## config.mk

```make
export PLATFORM = sky130hd
export DESIGN_NAME = dpr_rx
export DESIGN_NICKNAME = d
export VERILOG_FILES = /design/src/rtl/dpr_pkg.sv /design/src/rtl/dpr_sync.sv /design/src/rtl/dpr_fifo.sv /design/src/rtl/dpr_rx.sv
export SDC_FILE = /design/constraint.sdc
export NUM_CORES = 1
export LEC_CHECK = 0
export CAP_MARGIN = 20
export CORE_MARGIN = 10
export CORE_UTILIZATION = 34
export DETAILED_ROUTE_END_ITERATION = 16
export DONT_BUFFER_PORTS = 1
export PLACE_DENSITY = 0.45
export SYNTH_ARGS = -nofsm -noshare
export SYNTH_HDL_FRONTEND = slang
export SYNTH_SLANG_ARGS = --single-unit
```

## constraint.sdc

```tcl
create_clock -name clk -period 17.1 [get_ports clk]
set_input_delay 4.275 -clock clk [delete_from_list [all_inputs] [get_ports clk]]
set_output_delay 4.275 -clock clk [all_outputs]
set_load 0.02 [all_outputs]
```

## src/rtl/dpr_pkg.sv

```systemverilog
// constants, codes and types of the DSI packet receiver
// What this block does
// - size field low byte first, limit honoured
// - command read: code byte, second byte 00
// - after turnaround answer error report or data
// - long null packet accepted, payload discarded
// - identifier: channel 00 high, type low
// - end packet: type 08, 0F 0F, check 01
// - missing end packet in HS flags violation once one has been seen
// - accept transfers with or without end packet
// - never send end packet, reply low-power only
// - decode four sync event types
// - vertical sync events imply horizontal starts
// - type 12 enters eight-colour mode
// - type 02 leaves eight-colour mode
// - type 22 display off, receiver stays alive
// - type 32 turns display back on
// - blanking packets accepted as timing only
// - type 0E unpacks 5-6-5 pixels LSB first
// - type 1E routed to pixel unpacker
// - packets with header errors are discarded; checksum errors are only reported
// - 18-bit packed unpacks 6-6-6 LSB first
package dpr_pkg;

  // ==========================================================================
  // packet identifier fields
  localparam logic [1:0]  VC_OWN         = 2'h0;
  localparam logic [5:0]  DT_VS_START    = 6'h01;
  localparam logic [5:0]  DT_VS_END      = 6'h11;
  localparam logic [5:0]  DT_HS_START    = 6'h21;
  localparam logic [5:0]  DT_HS_END      = 6'h31;
  localparam logic [5:0]  DT_COLOR8_OFF  = 6'h02;
  localparam logic [5:0]  DT_COLOR8_ON   = 6'h12;
  localparam logic [5:0]  DT_SHUTDOWN    = 6'h22;
  localparam logic [5:0]  DT_TURN_ON     = 6'h32;
  localparam logic [5:0]  DT_EOTP        = 6'h08;
  localparam logic [5:0]  DT_RET_SIZE    = 6'h37;
  localparam logic [5:0]  DT_CMD_READ    = 6'h06;
  localparam logic [5:0]  DT_CMD_WR0     = 6'h05;
  localparam logic [5:0]  DT_CMD_WR1     = 6'h15;
  localparam logic [5:0]  DT_GEN_RD1     = 6'h14;
  localparam logic [5:0]  DT_NULL        = 6'h09;
  localparam logic [5:0]  DT_BLANK       = 6'h19;
  localparam logic [5:0]  DT_GEN_LONG    = 6'h29;
  localparam logic [5:0]  DT_CMD_LONG    = 6'h39;
  localparam logic [5:0]  DT_PIX16       = 6'h0E;
  localparam logic [5:0]  DT_PIX18       = 6'h1E;
  localparam logic [5:0]  DT_ACK_ERR     = 6'h02;
  localparam logic [5:0]  DT_RD_RESP1    = 6'h21;

  // ==========================================================================
  // fixed field values
  localparam logic [7:0]  EOTP_DATA      = 8'h0F;
  localparam logic [7:0]  EOTP_ECC       = 8'h01;
  localparam logic [7:0]  READ_PAD       = 8'h00;
  localparam logic [15:0] RET_SIZE_RST   = 16'h0000;
  localparam logic        COLOR8_RST     = 1'b0;
  localparam logic        DISP_ON_RST    = 1'b1;

  // ==========================================================================
  // error report bit positions
  localparam int          ERR_ECC_MULTI  = 9;
  localparam int          ERR_CRC        = 10;
  localparam int          ERR_DT         = 11;
  localparam int          ERR_VC         = 12;
  localparam int          ERR_LEN        = 13;
  localparam int          ERR_PROTO      = 15;

  // ==========================================================================
  // header check and payload checksum
  localparam logic [23:0] ECC_M0         = 24'hF12CB7;
  localparam logic [23:0] ECC_M1         = 24'hF2555B;
  localparam logic [23:0] ECC_M2         = 24'h749A6D;
  localparam logic [23:0] ECC_M3         = 24'hB8E38E;
  localparam logic [23:0] ECC_M4         = 24'hDF03F0;
  localparam logic [23:0] ECC_M5         = 24'hEFFC00;
  localparam logic [15:0] CRC_POLY       = 16'h8408;
  localparam logic [15:0] CRC_INIT       = 16'hFFFF;

  // ==========================================================================
  // pixel packing
  localparam logic [4:0]  PIX16_BITS     = 5'h10;
  localparam logic [4:0]  PIX18_BITS     = 5'h12;
  localparam logic [4:0]  BYTE_BITS      = 5'h08;

  typedef enum logic [2:0] {ST_HDR, ST_PAY, ST_CRC, ST_SKIP, ST_RSP} dpr_state_t;

endpackage

```

## src/rtl/dpr_sync.sv

```systemverilog
// three-stage synchroniser with agreement filter for pin inputs
`timescale 1ns/1ps
module dpr_sync #(
  parameter int W = 1
) (
  // clock and reset
  input  wire logic         clk,
  input  wire logic         rst,
  // pins and filtered result
  input  wire logic [W-1:0] d,
  output logic      [W-1:0] q
);
  logic [W-1:0] s1_q;
  logic [W-1:0] s2_q;
  logic [W-1:0] s3_q;

  // a bit only moves once stages two and three agree
  always_ff @(posedge clk or posedge rst) begin
    if (rst) begin
      s1_q <= '0;
      s2_q <= '0;
      s3_q <= '0;
      q    <= '0;
    end else begin
      s1_q <= d;
      s2_q <= s1_q;
      s3_q <= s2_q;
      q    <= (~(s2_q ^ s3_q) & s3_q) | ((s2_q ^ s3_q) & q);
    end
  end
endmodule

```

## src/rtl/dpr_fifo.sv

```systemverilog
// two-entry pixel buffer with registered outputs
`timescale 1ns/1ps
module dpr_fifo #(
  parameter int W = 18
) (
  // clock and reset
  input  wire logic         clk,
  input  wire logic         rst,
  // filling side
  input  wire logic         in_valid,
  input  wire logic [W-1:0] in_data,
  output logic              in_ready,
  // draining side
  output logic              out_valid,
  output logic      [W-1:0] out_data,
  input  wire logic         out_ready
);
  logic [W-1:0] tail_q;
  logic         tail_v_q;
  logic         push;
  logic         pop;

  assign in_ready = ~tail_v_q;
  assign push     = in_valid & ~tail_v_q;
  assign pop      = out_valid & out_ready;

  always_ff @(posedge clk or posedge rst) begin
    if (rst) begin
      out_valid <= 1'b0;
      out_data  <= '0;
      tail_q    <= '0;
      tail_v_q  <= 1'b0;
    end else begin
      case ({push, pop})
        2'b10: begin
          if (!out_valid) begin
            out_data  <= in_data;
            out_valid <= 1'b1;
          end else begin
            tail_q   <= in_data;
            tail_v_q <= 1'b1;
          end
        end
        2'b01: begin
          if (tail_v_q) begin
            out_data <= tail_q;
            tail_v_q <= 1'b0;
          end else begin
            out_valid <= 1'b0;
          end
        end
        2'b11: begin
          out_data <= in_data;
        end
        default: begin
        end
      endcase
    end
  end
endmodule

```

## src/rtl/dpr_rx.sv

```systemverilog
// DSI packet receiver: header decode, commands, pixel unpack, turnaround reply
`timescale 1ns/1ps
module dpr_rx
  import dpr_pkg::*;
(
  // clock and reset
  input  wire logic        clk,
  input  wire logic        rst,
  // link pins, all outside the clock domain
  input  wire logic        link_clk,
  input  wire logic        link_frame,
  input  wire logic        link_hs,
  input  wire logic        link_bta,
  input  wire logic [7:0]  link_data,
  // configuration pin
  input  wire logic        hs_end_packet_check_disable,
  // sync events
  output logic             vs_start,
  output logic             vs_end,
  output logic             hs_start,
  output logic             hs_end,
  // display control state
  output logic             color8_mode,
  output logic             display_on,
  output logic             blanking,
  // read request toward the display core
  output logic [7:0]       read_first_id_command,
  input  wire logic [7:0]  read_data,
  // pixel stream
  output logic             pix_valid,
  output logic [17:0]      pix_data,
  input  wire logic        pix_ready,
  output logic             pix_overrun,
  // low-power return path
  output logic             tx_valid,
  output logic [7:0]       tx_data,
  output logic             tx_lp,
  input  wire logic        tx_ready
);

  // ==========================================================================
  // helpers
  function automatic logic [5:0] ecc6(input logic [23:0] d);
    ecc6 = {^(d & ECC_M5), ^(d & ECC_M4), ^(d & ECC_M3),
            ^(d & ECC_M2), ^(d & ECC_M1), ^(d & ECC_M0)};
  endfunction

  function automatic logic [15:0] crc_step(input logic [15:0] c, input logic [7:0] d);
    logic [15:0] r;
    r = c;
    for (int i = 0; i < 8; i++) begin
      r = (r[0] ^ d[i]) ? ((r >> 1) ^ CRC_POLY) : (r >> 1);
    end
    return r;
  endfunction

  // returns {known, long}
  function automatic logic [1:0] dt_class(input logic [5:0] dt);
    case (dt)
      DT_NULL, DT_BLANK, DT_GEN_LONG, DT_CMD_LONG, DT_PIX16, DT_PIX18:
        dt_class = 2'h3;
      DT_VS_START, DT_VS_END, DT_HS_START, DT_HS_END, DT_EOTP, DT_RET_SIZE,
      DT_CMD_READ, DT_CMD_WR0, DT_CMD_WR1, DT_GEN_RD1, DT_COLOR8_ON,
      DT_COLOR8_OFF, DT_SHUTDOWN, DT_TURN_ON:
        dt_class = 2'h2;
      default:
        dt_class = 2'h0;
    endcase
  endfunction

  // ==========================================================================
  // pin synchronisation and link edge detection
  logic [12:0] sy;
  logic        lclk;
  logic        frame;
  logic        hs;
  logic        bta;
  logic        chk_dis;
  logic [7:0]  ldat;
  logic        lclk_q;
  logic        frame_q;
  logic        bta_q;
  logic        frame_hs_q;
  logic        byte_stb;
  logic        frame_fall;
  logic        bta_rise;

  dpr_sync #(.W(13)) u_sync (
    .clk (clk),
    .rst (rst),
    .d   ({hs_end_packet_check_disable, link_clk, link_frame, link_hs,
           link_bta, link_data}),
    .q   (sy)
  );

  assign chk_dis    = sy[12];
  assign lclk       = sy[11];
  assign frame      = sy[10];
  assign hs         = sy[9];
  assign bta        = sy[8];
  assign ldat       = sy[7:0];
  assign byte_stb   = lclk & ~lclk_q & frame;
  assign frame_fall = ~frame & frame_q;
  assign bta_rise   = bta & ~bta_q;

  // mode is taken at the frame start; the host holds it for the whole burst
  always_ff @(posedge clk or posedge rst) begin
    if (rst) begin
      lclk_q     <= 1'b0;
      frame_q    <= 1'b0;
      bta_q      <= 1'b0;
      frame_hs_q <= 1'b0;
    end else begin
      lclk_q  <= lclk;
      frame_q <= frame;
      bta_q   <= bta;
      if (frame & ~frame_q) begin
        frame_hs_q <= hs;
      end
    end
  end

  // ==========================================================================
  // header decode
  dpr_state_t  st_q;
  logic [1:0]  idx_q;
  logic [23:0] hdr_q;
  logic [15:0] wc_q;
  logic [5:0]  dt_q;
  logic [5:0]  dt_in;
  logic [7:0]  hdr_b1;
  logic [7:0]  hdr_b2;
  logic [1:0]  cls;
  logic        ecc_ok;
  logic        vc_ok;
  logic        hdr_done;
  logic        hdr_good;
  logic        cmd_stb;
  logic        rsp_start;
  logic        tx_done;
  logic [1:0]  txi_q;

  assign dt_in     = hdr_q[5:0];
  assign hdr_b1    = hdr_q[15:8];
  assign hdr_b2    = hdr_q[23:16];
  assign cls       = dt_class(dt_in);
  assign vc_ok     = hdr_q[7:6] == VC_OWN;
  assign ecc_ok    = (ldat[7:6] == 2'h0) && (ecc6(hdr_q) == ldat[5:0]);
  assign hdr_done  = byte_stb && (st_q == ST_HDR) && (idx_q == 2'h3);
  assign hdr_good  = ecc_ok && vc_ok && cls[1];
  assign cmd_stb   = hdr_done && hdr_good;
  assign rsp_start = (st_q == ST_HDR) && (idx_q == 2'h0) && bta_rise && !frame_fall;
  assign tx_done   = (st_q == ST_RSP) && tx_valid && tx_ready && (txi_q == 2'h3);

  always_ff @(posedge clk or posedge rst) begin
    if (rst) begin
      hdr_q <= '0;
    end else if (byte_stb && (st_q == ST_HDR)) begin
      case (idx_q)
        2'h0:    hdr_q[7:0]   <= ldat;
        2'h1:    hdr_q[15:8]  <= ldat;
        2'h2:    hdr_q[23:16] <= ldat;
        default: hdr_q        <= hdr_q;
      endcase
    end
  end

  // ==========================================================================
  // packet framing
  // a bad header leaves the length unknown, so the rest of the burst is dropped
  always_ff @(posedge clk or posedge rst) begin
    if (rst) begin
      st_q  <= ST_HDR;
      idx_q <= 2'h0;
      wc_q  <= '0;
      dt_q  <= '0;
    end else begin
      case (st_q)
        ST_HDR: begin
          if (frame_fall) begin
            idx_q <= 2'h0;
          end else if (byte_stb) begin
            if (idx_q == 2'h3) begin
              idx_q <= 2'h0;
              dt_q  <= dt_in;
              wc_q  <= hdr_q[23:8];
              if (!hdr_good) begin
                st_q <= ST_SKIP;
              end else if (cls[0]) begin
                st_q <= (hdr_q[23:8] == 16'h0000) ? ST_CRC : ST_PAY;
              end
            end else begin
              idx_q <= idx_q + 2'h1;
            end
          end else if (rsp_start) begin
            st_q <= ST_RSP;
          end
        end
        ST_PAY: begin
          if (frame_fall) begin
            st_q <= ST_HDR;
          end else if (byte_stb) begin
            wc_q <= wc_q - 16'h0001;
            if (wc_q == 16'h0001) begin
              st_q <= ST_CRC;
            end
          end
        end
        ST_CRC: begin
          if (frame_fall) begin
            st_q  <= ST_HDR;
            idx_q <= 2'h0;
          end else if (byte_stb) begin
            if (idx_q == 2'h0) begin
              idx_q <= 2'h1;
            end else begin
              idx_q <= 2'h0;
              st_q  <= ST_HDR;
            end
          end
        end
        ST_SKIP: begin
          if (frame_fall) begin
            st_q <= ST_HDR;
          end
        end
        ST_RSP: begin
          if (tx_done) begin
            st_q <= ST_HDR;
          end
        end
        default: st_q <= ST_HDR;
      endcase
    end
  end

  // ==========================================================================
  // payload checksum
  logic [15:0] crc_q;
  logic [7:0]  crc_lo_q;
  logic        crc_bad;

  assign crc_bad = byte_stb && (st_q == ST_CRC) && (idx_q == 2'h1)
                   && ({ldat, crc_lo_q} != crc_q);

  always_ff @(posedge clk or posedge rst) begin
    if (rst) begin
      crc_q    <= CRC_INIT;
      crc_lo_q <= '0;
    end else if (hdr_done) begin
      crc_q <= CRC_INIT;
    end else if (byte_stb && (st_q == ST_PAY)) begin
      crc_q <= crc_step(crc_q, ldat);
    end else if (byte_stb && (st_q == ST_CRC) && (idx_q == 2'h0)) begin
      crc_lo_q <= ldat;
    end
  end

  // ==========================================================================
  // end-of-transmission tracking
  logic eotp_used_q;
  logic last_eotp_q;
  logic is_eotp;
  logic eot_miss;

  assign is_eotp  = hdr_good && (dt_in == DT_EOTP) && (hdr_b1 == EOTP_DATA)
                    && (hdr_b2 == EOTP_DATA) && (ldat == EOTP_ECC);
  // low-power bursts never demand the end packet
  assign eot_miss = frame_fall && frame_hs_q && eotp_used_q && !last_eotp_q
                    && !chk_dis;

  always_ff @(posedge clk or posedge rst) begin
    if (rst) begin
      eotp_used_q <= 1'b0;
      last_eotp_q <= 1'b0;
    end else if (hdr_done) begin
      last_eotp_q <= is_eotp;
      if (is_eotp) begin
        eotp_used_q <= 1'b1;
      end
    end else if (frame_fall) begin
      last_eotp_q <= 1'b0;
    end
  end

  // ==========================================================================
  // error report of the last packet
  logic [15:0] err_q;
  logic [15:0] hdr_err;
  logic        len_short;

  assign len_short = frame_fall && ((st_q == ST_PAY) || (st_q == ST_CRC)
                     || ((st_q == ST_HDR) && (idx_q != 2'h0)));

  always_comb begin
    hdr_err                = '0;
    hdr_err[ERR_ECC_MULTI] = ~ecc_ok;
    hdr_err[ERR_VC]        = ~vc_ok;
    hdr_err[ERR_DT]        = ~cls[1];
  end

  // clear first, so an error seen in the same cycle survives
  always_ff @(posedge clk or posedge rst) begin
    if (rst) begin
      err_q <= '0;
    end else if (hdr_done) begin
      err_q <= hdr_err;
    end else begin
      if (tx_done) begin
        err_q <= '0;
      end
      if (crc_bad) begin
        err_q[ERR_CRC] <= 1'b1;
      end
      if (len_short) begin
        err_q[ERR_LEN] <= 1'b1;
      end
      if (eot_miss) begin
        err_q[ERR_PROTO] <= 1'b1;
      end
    end
  end

  // ==========================================================================
  // short commands and sync events
  logic [15:0] ret_limit_q;
  logic        rd_pend_q;

  always_ff @(posedge clk or posedge rst) begin
    if (rst) begin
      vs_start <= 1'b0;
      vs_end   <= 1'b0;
      hs_start <= 1'b0;
      hs_end   <= 1'b0;
    end else begin
      vs_start <= cmd_stb && (dt_in == DT_VS_START);
      vs_end   <= cmd_stb && (dt_in == DT_VS_END);
      hs_start <= cmd_stb && ((dt_in == DT_HS_START) || (dt_in == DT_VS_START)
                  || (dt_in == DT_VS_END));
      hs_end   <= cmd_stb && (dt_in == DT_HS_END);
    end
  end

  // the receiver never powers down, so a turn-on always gets through
  always_ff @(posedge clk or posedge rst) begin
    if (rst) begin
      color8_mode <= COLOR8_RST;
      display_on  <= DISP_ON_RST;
    end else if (cmd_stb) begin
      case (dt_in)
        DT_COLOR8_ON:  color8_mode <= 1'b1;
        DT_COLOR8_OFF: color8_mode <= 1'b0;
        DT_SHUTDOWN:   display_on  <= 1'b0;
        DT_TURN_ON:    display_on  <= 1'b1;
        default: begin
        end
      endcase
    end
  end

  always_ff @(posedge clk or posedge rst) begin
    if (rst) begin
      ret_limit_q           <= RET_SIZE_RST;
      rd_pend_q             <= 1'b0;
      read_first_id_command <= '0;
    end else begin
      if (tx_done) begin
        rd_pend_q <= 1'b0;
      end
      if (cmd_stb && (dt_in == DT_RET_SIZE)) begin
        ret_limit_q <= {hdr_b2, hdr_b1};
      end
      if (cmd_stb && (dt_in == DT_CMD_READ) && (hdr_b2 == READ_PAD)) begin
        rd_pend_q             <= 1'b1;
        read_first_id_command <= hdr_b1;
      end
    end
  end

  // ==========================================================================
  // blanking and null payloads only mark time
  always_ff @(posedge clk or posedge rst) begin
    if (rst) begin
      blanking <= 1'b0;
    end else begin
      blanking <= (st_q == ST_PAY) && (dt_q == DT_BLANK);
    end
  end

  // ==========================================================================
  // pixel unpacker: bits arrive LSB first, so an accumulator shifts down
  logic [25:0] acc_q;
  logic [4:0]  cnt_q;
  logic [25:0] acc_b;
  logic [4:0]  cnt_b;
  logic [4:0]  need;
  logic        pix_pay;
  logic        push;
  logic        push_rdy;
  logic [17:0] pix_w;

  assign pix_pay = (dt_q == DT_PIX16) || (dt_q == DT_PIX18);
  assign need    = (dt_q == DT_PIX16) ? PIX16_BITS : PIX18_BITS;
  assign push    = pix_pay && (cnt_q >= need);

  always_comb begin
    if (dt_q == DT_PIX16) begin
      pix_w = {acc_q[4:0], acc_q[4], acc_q[10:5], acc_q[15:11], acc_q[15]};
    end else begin
      pix_w = {acc_q[5:0], acc_q[11:6], acc_q[17:12]};
    end
    if (push && push_rdy) begin
      acc_b = (dt_q == DT_PIX16) ? (acc_q >> 16) : (acc_q >> 18);
      cnt_b = cnt_q - need;
    end else begin
      acc_b = acc_q;
      cnt_b = cnt_q;
    end
  end

  // a stalled sink holds one pixel here; only a second stalled pixel is lost
  always_ff @(posedge clk or posedge rst) begin
    if (rst) begin
      acc_q       <= '0;
      cnt_q       <= '0;
      pix_overrun <= 1'b0;
    end else if (hdr_done) begin
      acc_q <= '0;
      cnt_q <= '0;
    end else if (byte_stb && (st_q == ST_PAY) && pix_pay) begin
      if (cnt_b >= need) begin
        acc_q       <= acc_b;
        cnt_q       <= cnt_b;
        pix_overrun <= 1'b1;
      end else begin
        acc_q <= acc_b | ({18'h00000, ldat} << cnt_b);
        cnt_q <= cnt_b + BYTE_BITS;
      end
    end else begin
      acc_q <= acc_b;
      cnt_q <= cnt_b;
    end
  end

  dpr_fifo #(.W(18)) u_fifo (
    .clk       (clk),
    .rst       (rst),
    .in_valid  (push),
    .in_data   (pix_w),
    .in_ready  (push_rdy),
    .out_valid (pix_valid),
    .out_data  (pix_data),
    .out_ready (pix_ready)
  );

  // ==========================================================================
  // reply after turnaround, low-power only and never an end packet
  logic [15:0] rsp_err;
  logic [23:0] rsp_d;
  logic [31:0] rsp_q;

  always_comb begin
    rsp_err = err_q;
    if ((err_q == 16'h0000) && rd_pend_q && (ret_limit_q == 16'h0000)) begin
      rsp_err[ERR_LEN] = 1'b1;
    end
    if ((rsp_err != 16'h0000) || !rd_pend_q) begin
      rsp_d = {rsp_err, VC_OWN, DT_ACK_ERR};
    end else begin
      rsp_d = {READ_PAD, read_data, VC_OWN, DT_RD_RESP1};
    end
  end

  always_ff @(posedge clk or posedge rst) begin
    if (rst) begin
      tx_valid <= 1'b0;
      tx_data  <= '0;
      tx_lp    <= 1'b0;
      txi_q    <= 2'h0;
      rsp_q    <= '0;
    end else if (rsp_start) begin
      rsp_q    <= {2'h0, ecc6(rsp_d), rsp_d};
      tx_data  <= rsp_d[7:0];
      tx_valid <= 1'b1;
      tx_lp    <= 1'b1;
      txi_q    <= 2'h0;
    end else if (tx_valid && tx_ready) begin
      if (txi_q == 2'h3) begin
        tx_valid <= 1'b0;
        tx_lp    <= 1'b0;
      end else begin
        tx_data <= rsp_q[15:8];
        rsp_q   <= rsp_q >> 8;
        txi_q   <= txi_q + 2'h1;
      end
    end
  end

endmodule

```

* After elaboration in Yosys (flattened, before gate mapping)
Memory sizes are Yosys's and may differ from the RTL's.
Index checks and enable logic that the tools add are counted.
** Storage, ports and cells
- Input port bits :: 25
- Memories :: 1
- Output and inout bits :: 45
- Memory bits (read-only) :: 128
- Word-level logic and storage cells :: 332
- Flip-flop bits (word level) :: 294
** Memories
- (no name shown) :: depth 64, width 2, rd ports 1, clocked after Yosys merged registers in 0, wr ports 0, RTL line dpr_rx.sv:59 : case (dt)
** Cells by class
- Reductions and logical operators :: 106
- Multiplexer cells :: 82
- Shifts and indexed selects :: 1
- Bitwise operators :: 40
- $add $sub $neg :: 5
- Magnitude comparators :: 2
- Equal/unequal tests :: 51
** Operators with widths (number)
- XOR reduction 24 bit :: 12
- two-way mux 16 bit :: 17
- two-way mux 26 bit :: 4
- two-way mux 32 bit :: 3
- two-way mux 18 bit :: 3
- case mux 18 bit (3 select lines) :: 1
- zero test 16 bit :: 3
- two-way mux 3 bit :: 14
- logical AND 1 bit :: 41
- case mux 16 bit (2 select lines) :: 1
- equality test 6 bit, second input constant :: 5
- AND 13 bit :: 2
- bitwise OR 26 bit :: 1
- << shifter 8 x 5 -> 26 bit :: 1
- equality test 6 x 5 -> 1 bit, second input constant :: 4
- two-way mux 24 bit :: 1
- two-way mux 8 bit :: 3
- NOT 2 -> 3 bit :: 8
- nonzero test 2 bit :: 12
- AND reduction 2 bit :: 11
- inequality test 3 bit, second input constant :: 7
- two-way mux 2 bit :: 10
- two-way mux 5 bit :: 4
- inequality test 2 bit, second input constant :: 10
- other kinds (43) :: 109

* Depth between registers and ports, before layout
Gate-level depths: netlist of the first run.
- Word-level depth :: 18
- Mapped depth :: 17
- Gate-level depth less buffers :: 12

* By module
A second synthesis of the first run with hierarchy kept.
** Unflattened totals
- Cell total of the unflattened synthesis :: 1266
- Area, all modules :: 13469.2 um2
** By module, submodules not included
- dpr_rx :: seq. area each 4575.6 um2, cells each 1072, times used 1, area each 10349.9 um2
- dpr_fifo :: seq. area each 950.9 um2, cells each 128, times used 1, area each 1667.8 um2
- dpr_sync :: seq. area each 1301.2 um2, cells each 66, times used 1, area each 1451.4 um2

* Worst setup path after synthesis of the first run
OpenSTA, ideal clock, no wires.
- Path kind :: input-to-reg
- Start :: in tx_ready
- End :: reg err_q[13]
- Setup time :: 122 ps
- Buffers on the path :: 0
- Data required time :: 16978 ps
- Slack :: 11550 ps
- Data arrival time :: 5429 ps
- Cell stages on the path :: 4
- Cell sequence :: nand3_1 -> or4b_2 -> and2_1 -> a32o_1
** On the way
- Word-level cells in the longest chain between the ends :: 3
** Ends and longest elaborated chain
- from (decl) :: RTL line dpr_rx.sv:38 : input wire logic tx_ready
- logical AND 1 bit (2 in a row) :: RTL line dpr_rx.sv:153 : assign tx_done = (st_q == ST_RSP) && tx_valid && tx_ready && (txi_q == 2'h3);
- nonzero test 3 bit (no source line)
- to (signal assigned) :: RTL line dpr_rx.sv:307 : err_q <= hdr_err;
- to (decl) :: RTL line dpr_rx.sv:288 : logic [15:0] err_q;
Every way passes these cells.
A chain may end at the register's enable or synchronous reset.

==> results.txt, run 1 <==
- Kind of end point of the critical path: asynchronous set/reset pin
- No sink is reached through more buffers than the 3 on the longest clock path.
- The critical path is of the in2async type.
- In this run the critical register-to-register path is launched from dt_q[5]$_DFFE_PP0P_.
- The initial antenna violation count was 0.
- In this run the worst path has a maximum fanout of approximately 130.
* Wirelength per Cell: around 19 um
- Register area: ~7000 um^2
- Count of boundary I/O pins: 70
* CTS Hold Buffers Added: 0
- The most critical setup path has its startpoint at rst.
- Post-synth top flop: sky130_fd_sc_hd__dfrtp_1
- Number of port buffers: 0
* DRC Markers: 0
- Shortest period the worst path allows: a little over 6 ns
- Synthesis inferred approximately 270 register bits.
- Total number of nets in the final design: approximately 1,400
- Number of max-cap violations: 0
* Fillcell total: roughly 3,800
- The number of nets in the synthesized netlist is 1,376.
- Sequential elements use approximately half of the synthesized area.
* Multi-input combinational cell area: between 6000 and 7000 um^2
- Setup repair after global routing missed its margin: false
- Slew Limit Headroom: around 30%
* Root Buffer Master: sky130_fd_sc_hd__clkbuf_16
* Clock sink count: about 270
* Iteration count of the initial detailed-routing pass: 5
- The post-route netlist has 11.8% of its cells at a drive strength greater than 1.
* Total of endpoints with negative setup slack in the final report: 0
- ANT cells: 0
- The top cell types in the final layout, fill and taps aside, are 255 x sky130_fd_sc_hd__dfrtp_1, 128 x sky130_fd_sc_hd__nand2_1, 108 x sky130_fd_sc_hd__a21oi_1.
- The total count of hold-check failures in the final report came to 0.
- Total Routing Usage GR: 14.5%
* Effective utilization at floorplan: 34.7%
* Number of cells produced by synthesis: about 1,300
- In this run the core area contains about 70 standard-cell rows.
- Compared with the post-synthesis result, the final layout area differs by 11.2%.
* Combined area of all synthesized cells: 13,500 um^2
- The first global-routing pass estimated between 50 and 60 mm of wire.
* Total core area: just under 40,000 um^2
- Final weighted congestion in routability-driven placement: 0.779
- After global routing the overflow that remains totals 0.
- Worst Max-Slew Pin Slew: 1.04 ns
- Total Wirelength: around 34 mm
- Mean instance size in the synthesized netlist: 10.3 um^2
* Number of distinct library cells after synthesis: 79
- For the worst setup path, the data arrival time is approximately 6.6 ns.
* Post-synth EDFFs: 0
- Floorplan die width: ~220 um
- TritonCTS built the clock tree.
* Setup Buffers After CTS: 0
- Via count of the first global-routing pass: around 9,400
- During synthesis, Yosys emitted a total of 0 warnings.
- Clock-pin slew was measured on the worst setup and hold paths at about 0.05 ns.
- DRT iter0 DRCs: 541
- Post-Route Skew: around 0.021 ns
- Detailed routing inserted a total of 9,301 vias.
* TritonCTS Buffers: 34
- Static timing analysis puts the maximum clock frequency at ~160 MHz.
- Accumulated negative setup slack: 0 ns
* Comb power frac: 31.9%
* Status: finished, final reports clean
- Cell internal power was estimated by the tool at about 1.5 mW.
- Power density over the cells: roughly 160 nW/um^2
* Routed vias/inst: about 5.1
- Leakage power: 6.62 nW
- Die Outline Area: 48,100 um^2
* Data required time of the worst path: 17.61 ns
* Share of flip-flops with an asynchronous set or reset: 100%
- The clock network accounts for between 20 and 30% of the total power.
- Once detail routing completed, the nets flagged for antenna violations numbered 0.
* Clock latency at the later pin of the worst-skew pair: 0.53 ns
- Share of total power consumed by net switching: approximately a third
- The die is about 220 um tall.
- Class of the most critical hold timing path: reg2reg
- Flop pwr share: a little under 40%
- The startpoint identified for the worst hold timing path is u_sync.s1_q[8]$_DFF_PP0_.
- CTS built an H-tree with a depth of 2.
- Count of final max-slew check failures: 0
- Overall power consumption after layout is estimated at between 2 and 2.5 mW.
* Most common cell after layout, fill and taps aside: sky130_fd_sc_hd__dfrtp_1
- In this run the power spent charging and discharging nets is 800 uW.
- Largest net degree at the start of global routing: approximately 130
* Post-detail-place hpwl: 23.2 mm
* Period utilisation layout: between 30% and 40%
- After clock tree synthesis, the repair step resized 0 gates.
- Across the VDD grid, the largest voltage drop is a little under 0.00009 V.
- Crit path launch type: input pin
[kinds of logic after synthesis]
family | count (synthesis) | share of synthesized area [%]
AO/OA/AOI/OAI | 286 | 12.2
XOR/XNOR | 105 | 7.48
adder cells (fa/ha/maj) | 47 | 4.11
buffers and inverters | 112 | 3.73
flip-flops | 272 | 50.5
multiplexers | 88 | 7.37
AND/OR/NAND/NOR | 407 | 14.6
[final timing paths]
check / endpoint / slack, ns / depth (start not counted)
setup / recovery: ret_limit_q[15]$_DFFE_PP0P_ / 10.99 / 3
hold / removal: u_sync.s2_q[8]$_DFF_PP0_ / 0.34 / 0
setup reg to reg: acc_q[21]$_DFF_PP0_ / 12.79 / 13
hold reg to reg: u_sync.s2_q[8]$_DFF_PP0_ / 0.34 / 0
max in group clk: display_on / 11.67 / 0
min in group asynchronous: u_fifo.tail_v_q$_DFFE_PP0P_ / 3.78 / 1
[metal layers]
layer	share of wire (%)	wire, um	vias to the layer above	global-route usage [%]
met5	0	0	-	0
met4	2.0	700	0	4.62
met3	4.6	1580	54	2.71
met2	42	14400	157	20.9
met1	51	17500	4534	21.3
li1	-	-	4556	-
[cells in the mapped netlist (all sizes together), types with 8 or more instances]
| cell type | n | area, um^2 |
|---|---|---|
| nor4 | 13 | 87.6 |
| a21oi | 108 | 541 |
| ha | 34 | 425 |
| buf | 25 | 166 |
| nand3 | 50 | 250 |
| nor2 | 108 | 405 |
| nand4 | 13 | 111 |
| o21ai | 100 | 500 |
| maj3 | 13 | 130 |
| mux2 | 49 | 589 |
| xor2 | 19 | 166 |
| nand2b | 10 | 62.6 |
| clkbuf | 48 | 191 |
| inv | 39 | 146 |
| and3 | 8 | 51.3 |
| and2 | 11 | 68.8 |
| dfstp | 17 | 447 |
| xnor2 | 80 | 708 |
| a31oi | 15 | 93.8 |
| nand2 | 128 | 480 |
| mux2i | 38 | 384 |
| dfrtp | 255 | 6380 |
| nor3 | 28 | 151 |
[stage by stage]
step / utilization (%) / hold slack, ns / worst slack, ns / std cells / instance area [um^2]
3_5_place_dp: 35.8 / 0.336 / 10.19 / 1777 / 14000
5_1_grt: 38.5 / 0.353 / 10.46 / 1832 / 15000
2_1_floorplan: - / 0.331 / 5.36 / 1317 / 13500
4_1_cts: 38.5 / 0.339 / 10.74 / 1832 / 15000
3_3_place_gp: 35.7 / 0.334 / 10.20 / 1775 / 13900
6_report: 38.5 / 0.338 / 10.99 / 1832 / 15000
[critical path, cell delays in order]
cell and delay [ns]:
sky130_fd_sc_hd__inv_8 0.57, sky130_fd_sc_hd__buf_4 0.84, sky130_fd_sc_hd__buf_4 0.87
[power groups by stage]
stage	combinational [mW]	clock, mW	sequential [mW]
after global routing	0.836	0.738	0.925
after detailed placement	0.751	0	0.921
after floorplan	0.662	0	0.845
after global placement	0.744	0	0.919
after CTS	0.755	0.711	0.910
final	0.747	0.687	0.906
[registers in the layout, summed over array words and instances (netlist names), 16 cells and up]
name,flops
u_fifo.tail_q,18
u_fifo.out_data,18
crc_q,16
hdr_q,24
rsp_q,22
ret_limit_q,16
wc_q,16
acc_q,26
[final cells by class]
class	count	area share, %
Clock buffer	51	6.89
Clock inverter	4	0.200
Inverter	39	1.02
Multi-Input combinational cell	933	41.2
Sequential cell	272	45.4
Tap cell	518	4.31
Timing Repair Buffer	15	0.932
Note: power is estimated with default switching activity, not from simulation.
==> run 2: changes to the inputs <==
==> constraint.sdc (replaced) <==
create_clock -name clk -period 5.8 [get_ports clk]
set_input_delay 1.45 -clock clk [delete_from_list [all_inputs] [get_ports clk]]
set_output_delay 1.45 -clock clk [all_outputs]
set_load 0.02 [all_outputs]
==> run 2 against run 1 <==
  * Critical endpoint is now acc_q[21]$_DFF_PP0_
  * Combinational power grew to 3.0 times the previous value
  * Utilization grew 0.66 points
  * Clock skew shrank 0.0051 ns
  * Cell area grew 1.7%
  * Power grew to 3.1 times the previous value
  * Die area is the same
==> results.txt, run 2 (same netlist as run 1, synthesis figures left out) <==
* Final Hold Vio Count: 0 (unchanged)
* Largest net degree at the start of global routing: 117 (-9.3%)
- The die area came to 48,100 um^2 (unchanged).
- The final core utilization is 39.2% (+0.66 points).
- Clock latency at the later pin of the worst-skew pair: 0.54 ns (about the same)
* Final global-route overflow total: 0 (unchanged)
- Kind of end point of the critical path: flop
* ANT cells: 0 (unchanged)
* TritonCTS clock tree: done
- Most flop-heavy register: acc_q
- The number of global-route vias before repair was 9,364 (-0.55%).
- Number of max-cap violations: 0 (unchanged)
- Accumulated negative setup slack: 0 ns (unchanged)
* Area after detailed placement: 14,000 um^2 (+0.19%)
* Data required time of the worst path: 6.24 ns (-11.37 ns)
* Share of post-route cells with drive strength above 1: 12.7% (+0.93 points)
- The core region area is 39,000 um^2 (unchanged).
* FMAX: between 200 and 250 MHz
- The final hold slack came to 0.346 ns (+0.00830 ns).
- Wirelength per Cell: 18.7 um (+0.22%)
* Count of boundary I/O pins: 70 (unchanged)
* Data arrival time of the critical path: 4.57 ns (-2.05 ns)
- Setup repair after global routing left no endpoint under its margin.
* Registers with the highest flip-flop counts: acc_q x26, hdr_q x24, rsp_q x22
- Count of placed standard cells in the final layout, fillers left out: 1,846 (+0.76%)
* Total number of nets in the final design: 1,361 (+0.52%)
* Leakage power: 6.75 nW (+1.9%)
* Synth-to-layout area growth: 13.1%
- The first-pass GRT wire length is 55.6 mm (+0.44%).
- Power density over the cells: 475 nW/um^2 (+200%)
- The relative max-transition margin was 24.4% (-5.9 points).
* Bufs on Longest Clock Path: 3 (unchanged)
* Shortest period the worst path allows: about 4.1 ns
- Setup Buffers After CTS: 0 (unchanged)
- STA classifies the critical path startpoint as a flop.
- The total number of H-tree levels came to 2 (unchanged).
* Class of the most critical hold timing path: reg2reg
- TritonCTS Buffers: 35 (+2.9%)
- The number of nets with antenna violations after detailed routing is 0 (unchanged).
* Effective utilization at floorplan: 34.7% (unchanged)
- The site row count was 72 (unchanged).
* Highest-count cells in the layout ignoring fill and taps: 255 x sky130_fd_sc_hd__dfrtp_1, 128 x sky130_fd_sc_hd__nand2_1, 108 x sky130_fd_sc_hd__a21oi_1
* Number of port buffers: 0 (unchanged)
- The number of DRC violations after detailed-routing iteration 0 came to 622 (+15%).
* Post-Route Skew: 0.0156 ns (-0.00510 ns)
- The total wire length after detailed routing was 34.5 mm (+0.99%).
- The number of flip-flops in the largest register is 26 (unchanged).
- Fillcell total: 3,807 (+0.26%)
- The clock-pin slew of the registers on the worst-case setup and hold paths was 0.05 ns (about the same).
* Post-route cell area: 15,300 um^2 (+1.7%)
- Vertical extent of the die: 219 um (unchanged)
- The library cell used most frequently in the layout, excluding fill and tap cells, is sky130_fd_sc_hd__dfrtp_1.
- The maximum ir drop on the vdd rail is 0.000220 V (+150%).
- DRC Markers: 0 (unchanged)
- Total of endpoints with negative setup slack in the final report: 0 (unchanged)
* Total Routing Usage GR: 14.5% (+0.066 points)
- Post-detail-place hpwl: 23.5 mm (+1.4%)
- Floorplan die width: 219 um (unchanged)
* Status: finished, final reports clean
- Crit Path Class: reg2reg
- CTS Hold Buffers Added: 0 (unchanged)
- Period utilisation layout: 71.1%
* Clock sink count: 272 (unchanged)
- CTS placed an instance of sky130_fd_sc_hd__clkbuf_16 at the clock tree root.
* Final weighted congestion in routability-driven placement: 0.857 (+10%)
- Worst Max-Slew Pin Slew: 1.12 ns (+0.0822 ns)
* Total of cells resized after clock tree synthesis: 0 (unchanged)
- Antenna violations before repair: 0 (unchanged)
- Iteration count of the initial detailed-routing pass: 5 (unchanged)
- Vias post-DR: 9,402 (+1.1%)
- Cell count after placement: 1,782 (+0.28%)
* Critical-path maximum fanout: 27 (-79%)
* Routed vias/inst: 5.09 (+0.32%)
* Count of final max-slew check failures: 0 (unchanged)
run 2: layer usage:
metal  wire length, um  global-route usage, %  share of wire (%)
met1             17300                   21.2                 50
met2             14800                   20.9                 43
met3              1890                   3.45                5.5
met4               596                   3.98                1.7
met5                 0                      0                  0
run 2: final timing paths:
path | from | end | slack (ns) | cells after the start
min in group asynchronous | rst | rsp_q[10]$_DFFE_PP0P_ | 0.90 | 1
min | u_sync.s1_q[3]$_DFF_PP0_ | u_sync.s2_q[3]$_DFF_PP0_ | 0.35 | 0
max reg2reg | dt_q[5]$_DFFE_PP0P_ | acc_q[21]$_DFF_PP0_ | 1.68 | 13
max in group asynchronous | rst | u_fifo.tail_q[1]$_DFFE_PP0P_ | 3.81 | 2
min reg2reg | u_sync.s1_q[3]$_DFF_PP0_ | u_sync.s2_q[3]$_DFF_PP0_ | 0.35 | 0
max | dt_q[5]$_DFFE_PP0P_ | acc_q[21]$_DFF_PP0_ | 1.68 | 13
run 2: layout make-up:
class	instances	area [um^2]	area share, %
Clock buffer	50	1040	6.83
Inverter	39	150	0.982
Clock inverter	13	224	1.47
Tap cell	518	648	4.24
Sequential cell	272	6830	44.7
Timing Repair Buffer	21	198	1.29
Multi-Input combinational cell	933	6190	40.5
run 2: metrics by stage:
step	setup WS [ns]	power [mW]
finish	1.68	7.25
CTS	1.73	7.35
detailed placement	1.76	4.92
floorplan	0.768	4.44
global placement	1.69	4.90
global route	1.17	7.72
run 2: power breakdown:
part / switching (mW) / internal (mW) / total, mW / leakage, nW
registers: 0.414 / 2.23 / 2.65 / 3.54
logic: 1.15 / 1.09 / 2.24 / 2.59
clock network: 0.846 / 1.52 / 2.37 / 0.618
run 2: worst max-delay path, cell delays in order (launching register included):
cell and delay, ns:
sky130_fd_sc_hd__dfrtp_1 0.38, sky130_fd_sc_hd__nor2b_1 0.18, sky130_fd_sc_hd__and4b_1 0.43, sky130_fd_sc_hd__nand2b_1 0.09, sky130_fd_sc_hd__buf_4 0.27, sky130_fd_sc_hd__ha_1 0.26, sky130_fd_sc_hd__ha_1 0.20, sky130_fd_sc_hd__nor2b_1 0.15
sky130_fd_sc_hd__a21oi_1 0.42, sky130_fd_sc_hd__a31oi_1 0.17, sky130_fd_sc_hd__nand2b_1 0.44, sky130_fd_sc_hd__nor3_1 0.60, sky130_fd_sc_hd__o21ai_0 0.23, sky130_fd_sc_hd__o221ai_1 0.20
==> run 3: changes to the inputs <==
==> constraint.sdc (replaced) <==
create_clock -name clk -period 4.15 [get_ports clk]
set_input_delay 1.0375 -clock clk [delete_from_list [all_inputs] [get_ports clk]]
set_output_delay 1.0375 -clock clk [all_outputs]
set_load 0.02 [all_outputs]
==> run 3 against run 2 <==
  * Utilization down 0.12 points
  * Worst hold slack about the same
  * Critical path depth down 1
  * Global-route usage about the same
==> results.txt, run 3 (same netlist as run 1, synthesis figures left out) <==
- The number of top-level design ports came to 70 (unchanged).
- The share of total power in combinational logic came to 31.8% (+0.9 points).
* Total number of nets in the final design: 1,367 (+0.44%)
- The overall die width is 219 um (unchanged).
- acc_q holds more flip-flops than any other register.
- Leakage power: 6.75 nW (about the same)
- The hold-fix buffer count after cts is 0 (unchanged).
* Final weighted congestion in routability-driven placement: 0.891 (+4.0%)
- The final critical-path share of the clock period was 92.7% (+22 points).
* Antenna violations before repair: 0 (unchanged)
- Vias post-DR: 9,451 (+0.52%)
- The proportion of power drawn by flip-flops and latches is 37.1% (+0.6 points).
- DRT iter0 DRCs: 656 (+5.5%)
- The number of cells after detailed placement is 1,793 (+0.62%).
* Wirelength per Cell: 18.8 um (+0.43%)
- The cell area after layout was 15,200 um^2 (-0.29%).
- Setup repair after global routing left no endpoint under its margin.
* Total of endpoints with negative setup slack in the final report: 0 (unchanged)
- Shortest period the worst path allows: 3.85 ns (-0.275 ns)
- The number of sinks on the clock net came to 272 (unchanged).
- The setup slack at placement is 0.451 ns (-1.31 ns).
- Data required time of the worst path: 4.63 ns (-1.61 ns)
* Iteration count of the initial detailed-routing pass: 5 (unchanged)
- Utilization after layout: 39.1% (-0.12 points)
* Status: finished, final reports clean
- Most common cell after layout, fill and taps aside: sky130_fd_sc_hd__dfrtp_1
* Global-route wire length before repair: 56.2 mm (+1.2%)
* Total core area: 39,000 um^2 (unchanged)
- CTS placed an instance of sky130_fd_sc_hd__clkbuf_16 at the clock tree root.
* Net load switching power: 3.32 mW (+38%)
- The count of inserted antenna diode cells is 0 (unchanged).
- The largest net degree at the start of global routing is 68 (-42%).
- From synthesis to final layout, the design area changed by 12.8%.
- H-tree levels: 1 (-1)
- The die area was 48,100 um^2 (unchanged).
- The total of max-cap violations was 0 (unchanged).
- The global router's overall resource usage came to 14.6% (+0.020 points).
* Number of flip-flops in the largest register: 26 (unchanged)
- Critical-path maximum fanout: 9 (-67%)
- The total wire length after detailed routing is 34.8 mm (+0.71%).
- The arrival time at the worst endpoint was 4.33 ns (-0.24 ns).
- The maximum ir drop on the vdd rail was 0.000267 V (+21%).
* Share of total power consumed by net switching: 33.6% (+0.36 points)
- The internal power of the cells is 6.56 mW (+36%).
- Area after detailed placement: 14,100 um^2 (+0.77%)
* Slew Limit Headroom: 29.5% (+5.1 points)
- The routing usage on met2 is 21.8% (+0.87 points).
- Clock latency at the later pin of the worst-skew pair: 0.58 ns (+0.04 ns)
* Crit Path Class: reg2reg
* Clock-pin transition on the worst setup and hold timing paths: 0.06 ns (about the same)
- Crit path launch type: flop
- Count of placed standard cells in the final layout, fillers left out: 1,851 (+0.27%)
- The transition time of the tightest slew-check pin came to 1.05 ns (-0.0754 ns).
- Standard-cell rows: 72 (unchanged)
* Registers with the highest flip-flop counts: acc_q x26, hdr_q x24, rsp_q x22
- FMAX: 260 MHz (+7.1%)
- Setup Buffers After CTS: 0 (unchanged)
- The post-route clock skew was 0.0178 ns (+0.00219 ns).
- PnR worst setup slack: 0.303 ns (-1.38 ns)
* Number of nets with antenna violations after routing: 0 (unchanged)
- Accumulated negative setup slack: 0 ns (unchanged)
- Number of port buffers: 0 (unchanged)
* Routed vias/inst: 5.11 (+0.25%)
- The starting utilization of the core area is 34.7% (unchanged).
- Vertical extent of the die: 219 um (unchanged)
- The total CTS buffers was 31 (-11%).
* Fillcell total: 3,834 (+0.71%)
- DRC Markers: 0 (unchanged)
- Final Hold Vio Count: 0 (unchanged)
* Final global-route overflow total: 0 (unchanged)
- The top cell types in the final layout, fill and taps aside, are 255 x sky130_fd_sc_hd__dfrtp_1, 128 x sky130_fd_sc_hd__nand2_1, 108 x sky130_fd_sc_hd__a21oi_1.
* Share of post-route cells with drive strength above 1: 13.2% (+0.48 points)
- TritonCTS built the clock tree.
* Power density over the cells: 649 nW/um^2 (+37%)
- Kind of end point of the critical path: flop
- The number of global-route vias before repair was 9,544 (+1.9%).
* Count of final max-slew check failures: 0 (unchanged)
* Bufs on Longest Clock Path: 3 (unchanged)
- The min-delay analysis places its worst path in the category reg2reg.
- Total of cells resized after clock tree synthesis: 0 (unchanged)
- Share of total power in the clock network: 31.1% (-1.5 points)
- met2 is the most crowded layer.
- Post-detail-place hpwl: 24.6 mm (+4.4%)
- Global-route track usage on met1: 21.1% (-0.055 points)
- Met3 track demand over resource: 2.67% (-0.78 points)
## run 3: cell count changes in the layout (fill, tap and decap cells not counted), sizes merged
cell	change
buf	+10
bufinv	+2
clkbuf	-12
clkinv	+6
clkinvlp	-2
inv	+1
## run 3: metal layers
metal | up-vias | wire [um]
li1 | 4603 | -
met1 | 4615 | 17300
met2 | 190 | 14900
met3 | 43 | 1930
met4 | 0 | 618
met5 | - | 0
## run 3: final cells by class
cell class / count / area (um^2) / area share (%)
inverter: 39 / 150 / 0.985
multi-input combinational: 933 / 6190 / 40.6
clock buffer: 38 / 832 / 5.46
tap: 518 / 648 / 4.25
timing repair buffer: 31 / 278 / 1.82
sequential: 272 / 6830 / 44.8
clock inverter: 20 / 312 / 2.04
## run 3: final timing paths
kind                                           startpoint                   endpoint  slack [ns]  cells past startpoint
min in group asynchronous                             rst          tx_lp$_DFFE_PP0P_        0.45                      1
max in group asynchronous                             rst        acc_q[21]$_DFF_PP0_        2.76                      2
worst max-delay path                  dt_q[5]$_DFFE_PP0P_        acc_q[21]$_DFF_PP0_        0.30                     12
worst min-delay path            u_sync.s1_q[10]$_DFF_PP0_  u_sync.s2_q[10]$_DFF_PP0_        0.35                      0
worst min register to register  u_sync.s1_q[10]$_DFF_PP0_  u_sync.s2_q[10]$_DFF_PP0_        0.35                      0
worst max register to register        dt_q[5]$_DFFE_PP0P_        acc_q[21]$_DFF_PP0_        0.30                     12
## run 3: power by group through the flow
stage | clock [mW] | combinational (mW) | sequential, mW
3_5_place_dp | 0 | 3.16 | 3.73
3_3_place_gp | 0 | 3.14 | 3.72
5_1_grt | 3.29 | 3.53 | 3.75
2_1_floorplan | 0 | 2.73 | 3.48
4_1_cts | 3.17 | 3.18 | 3.68
6_report | 3.07 | 3.14 | 3.67
## run 3: critical path: stages, from the launching register on
cell	delay, ns
sky130_fd_sc_hd__dfrtp_1	0.37
sky130_fd_sc_hd__nor2b_1	0.20
sky130_fd_sc_hd__and4b_1	0.44
sky130_fd_sc_hd__nand2b_1	0.13
sky130_fd_sc_hd__ha_1	0.21
sky130_fd_sc_hd__ha_1	0.21
sky130_fd_sc_hd__nor2b_1	0.15
sky130_fd_sc_hd__a21oi_1	0.46
sky130_fd_sc_hd__nand2_1	0.29
sky130_fd_sc_hd__o32a_1	0.25
sky130_fd_sc_hd__nor3_1	0.59
sky130_fd_sc_hd__o21ai_0	0.24
sky130_fd_sc_hd__o221ai_1	0.21
## run 3: stage by stage
stage	hold slack (ns)	power, mW
2_1_floorplan	0.331	6.21
3_3_place_gp	0.331	6.86
3_5_place_dp	0.335	6.89
4_1_cts	0.348	10.0
5_1_grt	0.351	10.6
6_report	0.346	9.89
